[src/common/bos_regs.vh]
/*
 * constants for the brake / overtravel sequencer: setting defaults,
 * ranges and timing counts. assumes a 20 MHz system clock.
 */
`ifndef BOS_REGS_VH
`define BOS_REGS_VH

// ----------------------------------------------------------------------
// timing
// ----------------------------------------------------------------------
`define BOS_CLK_HZ          20000000
`define BOS_TICK_MS         10
`define BOS_TICK_CYC        ((`BOS_CLK_HZ / 1000) * `BOS_TICK_MS)
`define BOS_STATIC_RPM_X10  16'd200

// ----------------------------------------------------------------------
// setting ranges and defaults
// ----------------------------------------------------------------------
`define BOS_OFFDLY_MAX      9'd500
`define BOS_OFFDLY_DEF      9'd0
`define BOS_BRKTHR_MAX      15'd30000
`define BOS_BRKTHR_DEF      15'd1000
`define BOS_BRKDLY_MIN      7'd10
`define BOS_BRKDLY_MAX      7'd100
`define BOS_BRKDLY_DEF      7'd50
`define BOS_STOPTQ_MIN      9'd1
`define BOS_STOPTQ_MAX      9'd300
`define BOS_STOPTQ_DEF      9'd100
`define BOS_DIR_DEF         1'b1
`define BOS_INH_DEF         1'b1
`define BOS_TQMODE_DEF      1'b1

`endif

[src/logic/bos_sequencer.v]
/*
 * brake and hardware overtravel sequencer: brake timing against enable
 * and alarm, direction select, limit inhibits and stop-torque clamp.
 * assumes speed feedback in 0.1 r/min signed units, limit and enable
 * pins asynchronous, alarms and settings synchronous to clk.
 */
// Contract
// - direction_select 1 means counterclockwise is forward, 0 clockwise.
// - below 20 r/min the motor is static, above it running.
// - one dedicated output alone drives the holding brake.
// - brake speed threshold 0..30000 in 0.1 r/min, default 1000; the code compares the setting as given and does not clamp it to 30000.
// - enable off at low speed: brake engages, disable after servo-off delay.
// - forcing alarms disable at once, skipping the servo-off delay.
// - brake-stop delay 10..100 in 10 ms steps, default 50.
// - alarm above threshold disables at once, motor coasts without torque.
// - after disable at speed, brake at threshold or brake-stop delay.
// - active limit zeroes command toward it, opposite direction untouched.
// - forward inhibit enable 0 ignores, 1 honours, default 1.
// - limit inputs are normally closed; open input means inhibit.
// - overtravel off when both enables 0 or no terminals assigned.
// - during limit or e-stop clamp stop torque, 1..300 %, default 100.
// - stop-torque mode 0 uses configured torque, 1 gives zero limit.
`timescale 1ns/10ps
`include "bos_regs.vh"

module bos_sequencer
(
	// clock and reset
	input  wire               clk,
	input  wire               rst_b,
	// settings
	input  wire               direction_select,
	input  wire [8:0]         servo_off_delay,
	input  wire [14:0]        brake_speed_thresh,
	input  wire [6:0]         brake_stop_delay,
	input  wire               fwd_inhibit_en,
	input  wire               rev_inhibit_en,
	input  wire               limits_assigned,
	input  wire [8:0]         overtravel_stop_torque,
	input  wire               stop_torque_mode,
	// drive side
	input  wire               enable_pin,
	input  wire               alarm_force,
	input  wire               estop_active,
	input  wire signed [15:0] speed_fb,
	input  wire signed [15:0] speed_cmd,
	// motor side pins
	input  wire               forward_limit_input,
	input  wire               reverse_limit_input,
	// outputs
	output reg                brake_release,
	output reg                drive_energized,
	output reg                drive_torque_on,
	output reg                motor_running,
	output reg                fwd_inhibit_act,
	output reg                rev_inhibit_act,
	output reg signed [15:0]  speed_cmd_out,
	output reg  [8:0]         torque_limit
);

// ----------------------------------------------------------------------
// states
// ----------------------------------------------------------------------
localparam [3:0] ST_OFF  = 4'b0001;
localparam [3:0] ST_RUN  = 4'b0010;
localparam [3:0] ST_HOLD = 4'b0100;
localparam [3:0] ST_COAST = 4'b1000;

// count held full width, then cut on purpose to the counter's 21 bits
localparam [31:0] TICK_FULL = `BOS_TICK_CYC - 1;
localparam [20:0] TICK_LAST = TICK_FULL[20:0];

// clamp a setting into its range, used for each delay and torque
function [8:0] clamp9;
	input [8:0] v;
	input [8:0] lo;
	input [8:0] hi;
	begin
		if (v < lo)
			clamp9 = lo;
		else if (v > hi)
			clamp9 = hi;
		else
			clamp9 = v;
	end
endfunction

// magnitude of a signed speed, used for feedback and threshold checks
function [15:0] mag16;
	input signed [15:0] v;
	begin
		if (v < 0)
			mag16 = -v;
		else
			mag16 = v;
	end
endfunction

// ----------------------------------------------------------------------
// pin synchronisers
// ----------------------------------------------------------------------
reg  [2:0]  en_sync_r;
reg  [2:0]  fl_sync_r;
reg  [2:0]  rl_sync_r;
reg         en_r;
reg         fl_r;
reg         rl_r;

// a change counts only once stages two and three agree
always @(posedge clk)
begin
	if (!rst_b)
	begin
		en_sync_r <= 3'h0;
		fl_sync_r <= 3'h0;
		rl_sync_r <= 3'h0;
		en_r      <= 1'b0;
		fl_r      <= 1'b0;
		rl_r      <= 1'b0;
	end
	else
	begin
		en_sync_r <= {en_sync_r[1:0], enable_pin};
		fl_sync_r <= {fl_sync_r[1:0], forward_limit_input};
		rl_sync_r <= {rl_sync_r[1:0], reverse_limit_input};
		if (en_sync_r[1] == en_sync_r[2])
			en_r <= en_sync_r[2];
		if (fl_sync_r[1] == fl_sync_r[2])
			fl_r <= fl_sync_r[2];
		if (rl_sync_r[1] == rl_sync_r[2])
			rl_r <= rl_sync_r[2];
	end
end

// ----------------------------------------------------------------------
// speed classification
// ----------------------------------------------------------------------
wire [15:0] spd_mag  = mag16(speed_fb);
wire        above_thr = spd_mag > {1'b0, brake_speed_thresh};
wire        running   = spd_mag > `BOS_STATIC_RPM_X10;

// ----------------------------------------------------------------------
// 10 ms tick
// ----------------------------------------------------------------------
reg  [20:0] tick_cnt_r;
reg         tick_r;

always @(posedge clk)
begin
	if (!rst_b)
	begin
		tick_cnt_r <= 21'h0;
		tick_r     <= 1'b0;
	end
	else if (tick_cnt_r == TICK_LAST)
	begin
		tick_cnt_r <= 21'h0;
		tick_r     <= 1'b1;
	end
	else
	begin
		tick_cnt_r <= tick_cnt_r + 21'h1;
		tick_r     <= 1'b0;
	end
end

// ----------------------------------------------------------------------
// brake sequencer
// ----------------------------------------------------------------------
reg  [3:0]  state_r;
reg  [3:0]  state_nxt;
reg  [8:0]  dly_cnt_r;
reg  [8:0]  dly_cnt_nxt;

// delays read live so a changed setting acts at once
wire [8:0]  off_lim = clamp9(servo_off_delay, 9'h0, `BOS_OFFDLY_MAX);
wire [8:0]  brk_lim = clamp9({2'h0, brake_stop_delay},
			     {2'h0, `BOS_BRKDLY_MIN},
			     {2'h0, `BOS_BRKDLY_MAX});

always @*
begin
	state_nxt   = state_r;
	dly_cnt_nxt = dly_cnt_r;
	if (tick_r)
		dly_cnt_nxt = dly_cnt_r + 9'h1;
	case (state_r)
	ST_OFF:
	begin
		if (en_r && !alarm_force)
			state_nxt = ST_RUN;
		dly_cnt_nxt = 9'h0;
	end
	ST_RUN:
	begin
		dly_cnt_nxt = 9'h0;
		if (alarm_force && above_thr)
			state_nxt = ST_COAST;
		else if (alarm_force)
			state_nxt = ST_OFF;
		else if (!en_r && !above_thr)
			state_nxt = ST_HOLD;
		else if (!en_r)
			state_nxt = ST_COAST;
	end
	ST_HOLD:
	begin
		// brake already set; torque kept until the delay runs out
		if (alarm_force)
			state_nxt = ST_OFF;
		else if (en_r)
			state_nxt = ST_RUN;
		else if (dly_cnt_r >= off_lim)
			state_nxt = ST_OFF;
	end
	ST_COAST:
	begin
		if (!above_thr || dly_cnt_r >= brk_lim)
			state_nxt = ST_OFF;
	end
	default:
	begin
		state_nxt   = ST_OFF;
		dly_cnt_nxt = 9'h0;
	end
	endcase
end

always @(posedge clk)
begin
	if (!rst_b)
	begin
		state_r   <= ST_OFF;
		dly_cnt_r <= 9'h0;
	end
	else
	begin
		state_r   <= state_nxt;
		dly_cnt_r <= dly_cnt_nxt;
	end
end

// ----------------------------------------------------------------------
// overtravel
// ----------------------------------------------------------------------
// normally closed: low (open wire) means the limit is reached
wire        ot_on  = limits_assigned &&
		     (fwd_inhibit_en || rev_inhibit_en);
wire        fl_act = ot_on && fwd_inhibit_en && !fl_r;
wire        rl_act = ot_on && rev_inhibit_en && !rl_r;

// command sign is positive for forward; map to shaft sense
wire        cw_pos = !direction_select;
reg signed [15:0] cmd_nxt;
reg  [8:0]  tq_nxt;

always @*
begin
	cmd_nxt = speed_cmd;
	if (fl_act && speed_cmd > 0)
		cmd_nxt = 16'sh0000;
	if (rl_act && speed_cmd < 0)
		cmd_nxt = 16'sh0000;
	if (!state_nxt[1] && !state_nxt[2])
		cmd_nxt = 16'sh0000;
	tq_nxt = `BOS_STOPTQ_MAX;
	if (fl_act || rl_act || estop_active)
	begin
		if (stop_torque_mode)
			tq_nxt = 9'h0;
		else
			tq_nxt = clamp9(overtravel_stop_torque,
					`BOS_STOPTQ_MIN,
					`BOS_STOPTQ_MAX);
	end
end

// ----------------------------------------------------------------------
// registered outputs
// ----------------------------------------------------------------------
always @(posedge clk)
begin
	if (!rst_b)
	begin
		brake_release   <= 1'b0;
		drive_energized <= 1'b0;
		drive_torque_on <= 1'b0;
		motor_running   <= 1'b0;
		fwd_inhibit_act <= 1'b0;
		rev_inhibit_act <= 1'b0;
		speed_cmd_out   <= 16'sh0000;
		torque_limit    <= 9'h0;
	end
	else
	begin
		// coasting keeps the brake open until slow enough or timed out
		brake_release   <= state_nxt[1] || state_nxt[3];
		drive_energized <= state_nxt[1] || state_nxt[2];
		drive_torque_on <= state_nxt[1] || state_nxt[2];
		motor_running   <= running;
		fwd_inhibit_act <= fl_act;
		rev_inhibit_act <= rl_act;
		speed_cmd_out   <= cw_pos ? -cmd_nxt : cmd_nxt;
		torque_limit    <= tq_nxt;
	end
end

endmodule // bos_sequencer

[config.mk]
export PLATFORM = sky130hd
export DESIGN_NAME = bos_sequencer
export DESIGN_NICKNAME = d
export VERILOG_FILES = /design/src/logic/bos_sequencer.v
export VERILOG_INCLUDE_DIRS = /design/src /design/src/common
export SDC_FILE = /design/constraint.sdc
export NUM_CORES = 1
export LEC_CHECK = 0
export BUFFER_PORTS_ARGS = -buffer_cell sky130_fd_sc_hd__clkbuf_2
export CAP_MARGIN = 20
export CORE_MARGIN = 3
export CORE_UTILIZATION = 40
export CTS_CLUSTER_SIZE = 40
export DETAILED_ROUTE_END_ITERATION = 16
export GPL_ROUTABILITY_DRIVEN = 0
export PLACE_DENSITY = 0.71
export SLEW_MARGIN = 5
export SYNTH_ARGS = -nofsm -noshare
export SYNTH_HDL_FRONTEND = slang
export SYNTH_SLANG_ARGS = --single-unit
[constraint.sdc]
create_clock -name clk -period 6.2 [get_ports clk]
set_clock_uncertainty 0.2 [all_clocks]
set_input_delay 0.93 -clock clk [delete_from_list [all_inputs] [get_ports clk]]
set_output_delay 0.93 -clock clk [all_outputs]
set_load 0.005 [all_outputs]
* After elaboration in Yosys (flattened, before gate mapping) *
Cells that the tools add are included.

word-level totals
  bits of input ports = 84
  output and inout port bits = 31
  flip-flop bits (word level) = 77

cells by class
  $lt $le $gt $ge = 13
  eq/ne operators = 12
  bitwise operators = 2
  multiplexer cells = 24
  add/sub/neg operators = 4
  reductions and logical operators = 30

operators with widths
  kind                                                 number
  two-way mux 16 bit                                   5
  two-way mux 9 bit                                    6
  two-way mux 4 bit                                    9
  < comparator 16 x 1 -> 1 bit, second input constant  2
  negator 16 bit                                       2
  adder 21 x 1 -> 21 bit, second input constant        1
  == test 21 x 18 -> 1 bit, second input constant      1
  >= comparator 9 bit                                  2
  > comparator 9 bit, second input constant            2
  < comparator 9 x 1 -> 1 bit, second input constant   2
  > comparator 16 x 1 -> 1 bit, second input constant  1
  > comparator 16 x 15 -> 1 bit                        1
  > comparator 16 x 8 -> 1 bit, second input constant  1
  case mux 4 bit (4 select lines)                      1
  two-way mux 7 bit                                    2
  logical AND 1 bit                                    11
  adder 9 x 1 -> 9 bit, second input constant          1
  > comparator 7 bit, second input constant            1
  logical NOT 1 bit                                    7
  < comparator 7 x 4 -> 1 bit, second input constant   1
  logical OR 1 bit                                     6
  inequality test 5 bit, second input constant         1
  OR reduction 5 bit                                   1
  == test 4 x 1 -> 1 bit, second input constant        1
  12 further kinds                                     17

* Depth between registers and ports, before layout *
Gate-level depths: netlist of the first run.

  word-level depth = 14
  mapped depth = 24
  depth with buffers taken out = 22

* Worst setup path after synthesis of the first run *
No wires, ideal clock.

  path type = input to register
  start = input speed_fb[0]
  end = register speed_cmd_out[14]
  library setup time = 0.074 ns
  required time = 5.926 ns
  slack = 0.697 ns
  arrival = 5.229 ns
  stages on the path = 22
  buffers on the path = 2
  path through = inv_1 ha_1 nand2b_1 or4_1 nor2_1 nand2_1 o41ai_2 xnor2_1 ha_1 nand3_2 or4_4 or2_4 a211oi_4 o21a_1 buf_4 buf_6 nand2_1 ha_1 and2_1 a31o_2 or4_1 o211ai_2

between the ends
  cells in the longest elaborated chain, start to end = 14

ends and longest elaborated chain
  what                                                            RTL line                                  source
  start: declaration                                              bos_sequencer.v:45                        input wire signed [15:0] speed_fb,
  negator 16 bit or < comparator 16 x 1 -> 1 bit (tied branches)  bos_sequencer.v:93, bos_sequencer.v:92
  two-way mux 16 bit (*)                                          bos_sequencer.v:92                        if (v < 0)
  > comparator 16 x 15 -> 1 bit (*)                               bos_sequencer.v:139                       wire above_thr = spd_mag > {1'b0, brake_speed_thresh};
  logical NOT 1 bit                                               bos_sequencer.v:201, bos_sequencer.v:218
  logical AND 1 bit                                               bos_sequencer.v:201                       else if (!en_r && !above_thr)
  two-way mux 4 bit                                               bos_sequencer.v:201
  two-way mux 4 bit                                               bos_sequencer.v:199                       else if (alarm_force)
  two-way mux 4 bit                                               bos_sequencer.v:197                       if (alarm_force && above_thr)
  case mux 4 bit (4 select lines) (*)                             bos_sequencer.v:187                       case (state_r)
  logical NOT 1 bit                                               bos_sequencer.v:264                       if (!state_nxt[1] && !state_nxt[2])
  logical AND 1 bit (*)                                           bos_sequencer.v:264
  two-way mux 16 bit (*)                                          bos_sequencer.v:264
  negator 16 bit                                                  bos_sequencer.v:303                       speed_cmd_out <= cw_pos ? -cmd_nxt : cmd_nxt;
  two-way mux 16 bit (*)                                          bos_sequencer.v:303
  end signal: assignment                                          bos_sequencer.v:303
  end: declaration                                                bos_sequencer.v:57                        output reg signed [15:0] speed_cmd_out,

Every way passes the cells marked *; elsewhere a longest branch is shown, timed or not. The select of a mux whose other input is x is not followed.
A chain may end at the register's enable or synchronous reset.

* Final worst setup path of the first run *
Ends and elaborated chain as after synthesis.

==> metrics, run 1 <==
status=finished, final reports clean; unrepaired setup endpoints after global routing=false; DP HPWL=8.55 mm; top cell type's share of synthesized area=34.0%; postcts setup bufs=0; Rows=38; Routed Antenna Nets=0; simple-gate portion of the synthesized area=26.6%; CP required=6260 ps; Die W=113 µm; Skew-Pair Late Insertion Delay=330 ps; largest family of logic cells by synthesized area=simple AND/OR/NAND/NOR gates; Pwr Density=213 nW/µm²; synthesized area per cell=8.19 µm²; Main synth FF type=dfxtp_1; worst vdd ir=0.000150 V; Synthesis Warnings=0; Synth Net Count=673; critical path type=in2reg; endpoints failing setup=0; Final Hold Viols=0; DR DRC count=0; initial antenna violation count=0; Clock transition at path regs=60 ps; Slew Limit Fails=0; Worst Max-Slew Pin Slew=729 ps; Compound-Gate Fraction of Synth Area=16.1%; final net count=782; Die Y=113 µm; Post-synth EDFFs=0; most frequent CP cell=ha_1; hold_buf cts=0; PortBufs=114; core region area=11000 µm²; Slew Limit Headroom=51.4%; Top Family by Delay on Critical Path=simple AND/OR/NAND/NOR gates; HP Class=reg2reg; Initial Util=41.3%; CP max stage cell=or4_4; endpoint class of the critical path=flip-flop; Vias=4194; largest net degree at the start of global routing=29; Area Overhead vs Synth=21.5%; WP buf/inv=2; Post-Synthesis Cells=554; Cell Area, Synth=4540 µm²; CTS buffer count=9; grt total ovfl=0; Worst Setup Start Kind=input port; Total Die Area=12700 µm²; dominant cell type by area after synthesis=dfxtp_1; Arr. time, crit path=5620 ps; most frequent cells in the layout=clkbuf_2, dfxtp_1, nor2_1, nand2_1, ha_1; Total Routed Length=10.6 mm; Period Utilization, post-route=89.7%; multiplexer share of the synthesized area=0.441%; Post-Synth Adder-Cell Area=9.65%; worst path cell trace=clkbuf_2, inv_1, ha_1, nand2b_1, or4_1, nor2_1, nand2_1, o41ai_2, xnor2_1, ha_1, nand3_2, or4_4, or2_4, a211oi_4, o21a_1, nand2_1, ha_1, and2_1, a31o_2, or4_1, o211ai_2; vias in the first global route=4030; first-pass GRT wire length=18.1 mm; fin crit period=5560 ps; number of vias per cell=5.19; post-synthesis sequential element count=77; 1st-iter DRT viols=265; top cells by area, synth=dfxtp_1, ha_1, nor2_1, xnor2_1, a21oi_1; clk root buf=clkbuf_16; max-cap violations=0; CTS max path bufs=2; CTS resizes=0; Setup TNS=0 ps; layout cells sized above 1=22.6%; dpl ws=335 ps; io pins=115; CTS HTree Levels=3; TritonCTS clock tree=yes; FMAX=0.180 GHz; post-synthesis sequential area ratio=34.0%; diode count=0; Initial DRT Pass Iterations=4; most common cell after layout, fill and taps aside=clkbuf_2; Global Route Usage Sum=17.0%; # clock sinks=77; slack of the critical path=639 ps; CP max stage delay=550 ps; Pleak=2.46 nW; routed len/inst=13.2 µm; XOR/XNOR Fraction of Synth Area=8.88%; Async SR Flop Fraction=0%; crit path max fanout=5; Netlist cell types=64
path summary, 6_finish.rpt:
path / startpoint / to / slack (ps) / cells past startpoint
worst max register to register: dly_cnt_r[0] / speed_cmd_out[14] / 2740 / 14
worst max-delay path: speed_fb[0] / speed_cmd_out[14] / 640 / 21
worst min register to register: fl_sync_r[2] / fl_r / 260 / 2
worst min-delay path: fl_sync_r[2] / fl_r / 260 / 2
metal layers:
metal	GRT usage, %	wire, µm
met2	28.6	5120
met4	3.93	161
met3	5.07	576
met5	0	0
met1	21.5	4790
cell usage after synthesis, drive strengths merged (3+ instances only):
cell,count
clkbuf,12
a21o,8
nand4,10
a211oi,5
xnor2,27
nor2,70
a32oi,3
o41ai,3
ha,35
nand2b,11
nor4,8
nand3,18
nor4b,3
and3,7
and2,16
xor2,19
nor3,20
inv,32
nand2,46
buf,5
or4,9
or3,5
o31ai,3
dfxtp,77
o21ai,32
a21oi,34
report_power, final:
part	total, mW	internal, mW	switching [mW]	leakage (nW)
combinational	0.153	0.0674	0.0854	1.70
clock	0.517	0.321	0.197	0.140
sequential	0.506	0.503	0.00341	0.624
flip-flops by register name, indices dropped and copies added, names as in the netlist, 3 cells and up:
signal / count
tick_cnt_r: 21
speed_cmd_out: 16
dly_cnt_r: 9
torque_limit: 9
state_r: 4
en_sync_r: 3
fl_sync_r: 3
rl_sync_r: 3
area by class of cell:
| class | count | area, µm² |
|---|---|---|
| clock buffers | 10 | 239 |
| clock inverters | 6 | 62.6 |
| fillers | 1047 | 5470 |
| inverters | 32 | 120 |
| multi-input cells | 428 | 2800 |
| flip-flops and latches | 77 | 1540 |
| well taps | 140 | 175 |
| repair buffers | 115 | 578 |
worst min-delay path: stages, from the launching register on:
cell	delay [ps]
dfxtp_1	290
o21ai_0	60
a21oi_1	60
stage by stage:
stage | hold WS (ps) | instance area [µm²] | cells | util (%) | total power, mW
after floorplan | 212 | 4540 | 554 | - | 0.607
after global placement | 238 | 5210 | 792 | 47.4 | 0.662
after detailed placement | 252 | 5210 | 792 | 47.4 | 0.669
after CTS | 258 | 5510 | 808 | 50.2 | 1.19
after global routing | 283 | 5510 | 808 | 50.2 | 1.24
final | 256 | 5510 | 808 | 50.2 | 1.18
cells by family (layout without fill, tap and decap cells):
| family | Yosys count | count (layout) |
|---|---|---|
| xor+xnor | 46 | 46 |
| simple gates | 235 | 235 |
| buf+inv | 49 | 163 |
| mux | 2 | 2 |
| flops | 77 | 77 |
| compound gates | 110 | 110 |
| fa+ha+maj | 35 | 35 |
No activity file was read; power rests on OpenSTA's default activity.
==> run 2, diff against run 1 <==
--- a/config.mk
+++ b/config.mk
@@ -6,14 +6,16 @@
 export SDC_FILE = /design/constraint.sdc
 export NUM_CORES = 1
 export LEC_CHECK = 0
+export ABC_AREA = 1
 export BUFFER_PORTS_ARGS = -buffer_cell sky130_fd_sc_hd__clkbuf_2
 export CAP_MARGIN = 20
+export CORE_ASPECT_RATIO = 0.8
 export CORE_MARGIN = 3
 export CORE_UTILIZATION = 40
 export CTS_CLUSTER_SIZE = 40
 export DETAILED_ROUTE_END_ITERATION = 16
 export GPL_ROUTABILITY_DRIVEN = 0
-export PLACE_DENSITY = 0.71
+export PLACE_DENSITY = 0.7
 export SLEW_MARGIN = 5
 export SYNTH_ARGS = -nofsm -noshare
 export SYNTH_HDL_FRONTEND = slang
==> run 2 against run 1 <==
  * Sequential cell count stayed put
  * Critical path depth is 3 higher
  * Clock-buffer cell count is 2 higher
  * Highest routed layer unchanged
  * Total power is 4.1% higher
  * First-iteration DRC count is 27% higher
  * Cell count is 23% higher
  * Combinational power hardly changed
  * Routed wire length is 2.8% higher
==> metrics, run 2 <==
unrepaired setup endpoints after global routing=false; CP required=6270 ps; Pwr Density=209 nW/µm²; routed len/inst=11.0 µm; DP HPWL=8.86 mm; Reg2Reg Depth=16; dominant cell type by area after synthesis=dfxtp_1; CTS buffer count=9; endpoints failing setup=0; layout cells sized above 1=18.7%; FMAX=0.230 GHz; Area Overhead vs Synth=21.0%; io pins=115; initial antenna violation count=0; Inst Count DP=975; Top reg by flops=tick_cnt_r; WP buf/inv=2; CTS max path bufs=2; DR DRC count=0; filler cell count=1174; biggest regs=tick_cnt_r (21), speed_cmd_out (16); Initial Util=41.4%; Slew Limit Fails=0; Initial DRT Pass Iterations=4; GRT met2 Usage=25.9%; worst path cell trace=clkbuf_2, inv_1, ha_1, nand2_1, nor2_1, nand4_1, o31ai_1, xor2_1, ha_1, nand3_1, nor3_1, nand2_1, nand2_2, nand3_2, nand2_2, nand3_4, nand2_2, ha_1, nand3_1, nand2_2, o21ai_1, nand2_1, nand2_1, nor2_1; vias in the first global route=4282; Main synth FF type=dfxtp_1; met1 usage in global routing=23.9%; CTS resizes=0; max FFs per register=21; first-pass GRT wire length=19.0 mm; CP max stage cell=ha_1; fin crit period=4350 ps; most frequent cells in the layout=nand2_1, inv_1, clkbuf_2, nor2_1, dfxtp_1; diode count=0; most common cell in the synthesized netlist=nand2_1; CTS HTree Levels=3; Clock transition at path regs=60 ps; TritonCTS clock tree=yes; Arr. time, crit path=4410 ps; endpoint class of the critical path=flip-flop; Synthesis Warnings=0; synthesized area per cell=6.68 µm²; Synth Net Count=844; # clock sinks=77; Vias=4647; status=finished, final reports clean; clk root buf=clkbuf_16; Worst Setup Start Kind=input port; 1st-iter DRT viols=336; Total Die Area=13500 µm²; post-synthesis sequential area ratio=31.8%; postcts setup bufs=0; cell count of the worst hold path=2; max-cap violations=0; Total Routed Length=10.9 mm; Period Utilization, post-route=70.1%; number of vias per cell=4.69; HP Class=reg2reg; Global Route Usage Sum=17.0%; Netlist cell types=45; Cell Count, Final, Fillers Out=991; Pleak=3.02 nW; crit path max fanout=28; Top Family by Delay on Critical Path=simple AND/OR/NAND/NOR gates; met3 Use GR=3.95%; Cell Area, Synth=4850 µm²; fin area=5870 µm²; most common library cells after synthesis=nand2_1, inv_1, nor2_1; Most Crowded Layer GR=met2; Slew Limit Headroom=53.5%; post-place instance area=5540 µm²; hold_buf cts=0; Post-synth EDFFs=0; Rows=35; top cell type's share of synthesized area=31.8%; Die Y=104 µm; Worst path depth=24; PortBufs=114; Post-Synthesis Cells=725; Skew-Pair Late Insertion Delay=330 ps; Setup TNS=0 ps; most common cell after layout, fill and taps aside=nand2_1; final net count=957; largest net degree at the start of global routing=33; post-synthesis sequential element count=77; top cells by area, synth=dfxtp_1, nand2_1, inv_1, ha_1, nor2_1; Routed Antenna Nets=0; Final Hold Viols=0; Worst Max-Slew Pin Slew=697 ps; core region area=11700 µm²; Layout Utilization=50.2%; Die W=129 µm; grt total ovfl=0; CP max stage delay=310 ps; critical path type=in2reg; worst vdd ir=0.000131 V; Async SR Flop Fraction=0%
-- run 2: changes by cell type after synthesis, moves of 11 or more --
cell / delta
and2_1: -16
nor2_1: +26
xnor2_1: -18
nand3_1: +15
nand2_1: +103
nor3_1: +11
inv_1: +85
a21oi_1: +18
nand2b_1: -11
-- run 2: worst reg2reg max path, cell delays in order, from the launching register on --
cell and delay [ps]:
dfxtp_1 450, ha_1 290, a21oi_1 150, o21ai_0 100, nand2_1 60, nand4_1 130, nor2_1 130, nand2_1 130
nand3_4 290, nand2_2 120, ha_1 260, nand3_1 120, nand2_2 100, o21ai_1 130, nand2_1 70, nand2_1 60
nor2_1 50
-- run 2: logic make-up (layout without fill, tap and decap cells) --
family	after synthesis	in the layout	synth area share, %
xor gates and xnor gates	21	21	3.80
adders and majority gates	35	35	9.04
buffers and inverters	136	254	10.9
AOI/OAI and AO/OA	109	109	12.8
and+or+nand+nor	347	347	31.7
DFF	77	77	31.8
-- run 2: power by group --
part           internal, mW  total, mW  switching, mW
combinational        0.0627      0.155         0.0920
clock                 0.373      0.563          0.190
sequential            0.503      0.506        0.00314
total                 0.939       1.22          0.285
-- run 2: path summary, 6_finish.rpt --
kind           startpoint               end  slack, ps
max reg2reg  dly_cnt_r[2]  speed_cmd_out[8]       3250
max           speed_fb[0]  speed_cmd_out[8]       1860
min          rl_sync_r[0]      rl_sync_r[1]        210
min reg2reg  rl_sync_r[0]      rl_sync_r[1]        210
-- run 2: cell type report --
type                    instances  area, µm²  area share, %
multi-input cells             512       2780           47.3
flip-flops and latches         77       1540           26.3
repair buffers                114        571           9.73
inverters                     124        465           7.94
clock buffers                  12        256           4.37
well taps                     148        185           3.16
clock inverters                 4       70.1           1.19
-- run 2: metrics by stage --
step | hold WS, ps | setup slack, ps | total power, mW
after floorplan | 190 | 1980 | 0.613
after global placement | 193 | 1710 | 0.671
after detailed placement | 204 | 1540 | 0.673
after CTS | 215 | 1880 | 1.24
after global routing | 255 | 1390 | 1.29
final | 213 | 1860 | 1.22
-- run 2: layer usage --
metal | vias to the layer above | wire length [µm]
met2 | 99 | 4700
met5 | - | 0
met4 | 0 | 136
met3 | 9 | 506
met1 | 1988 | 5590
li1 | 2551 | -
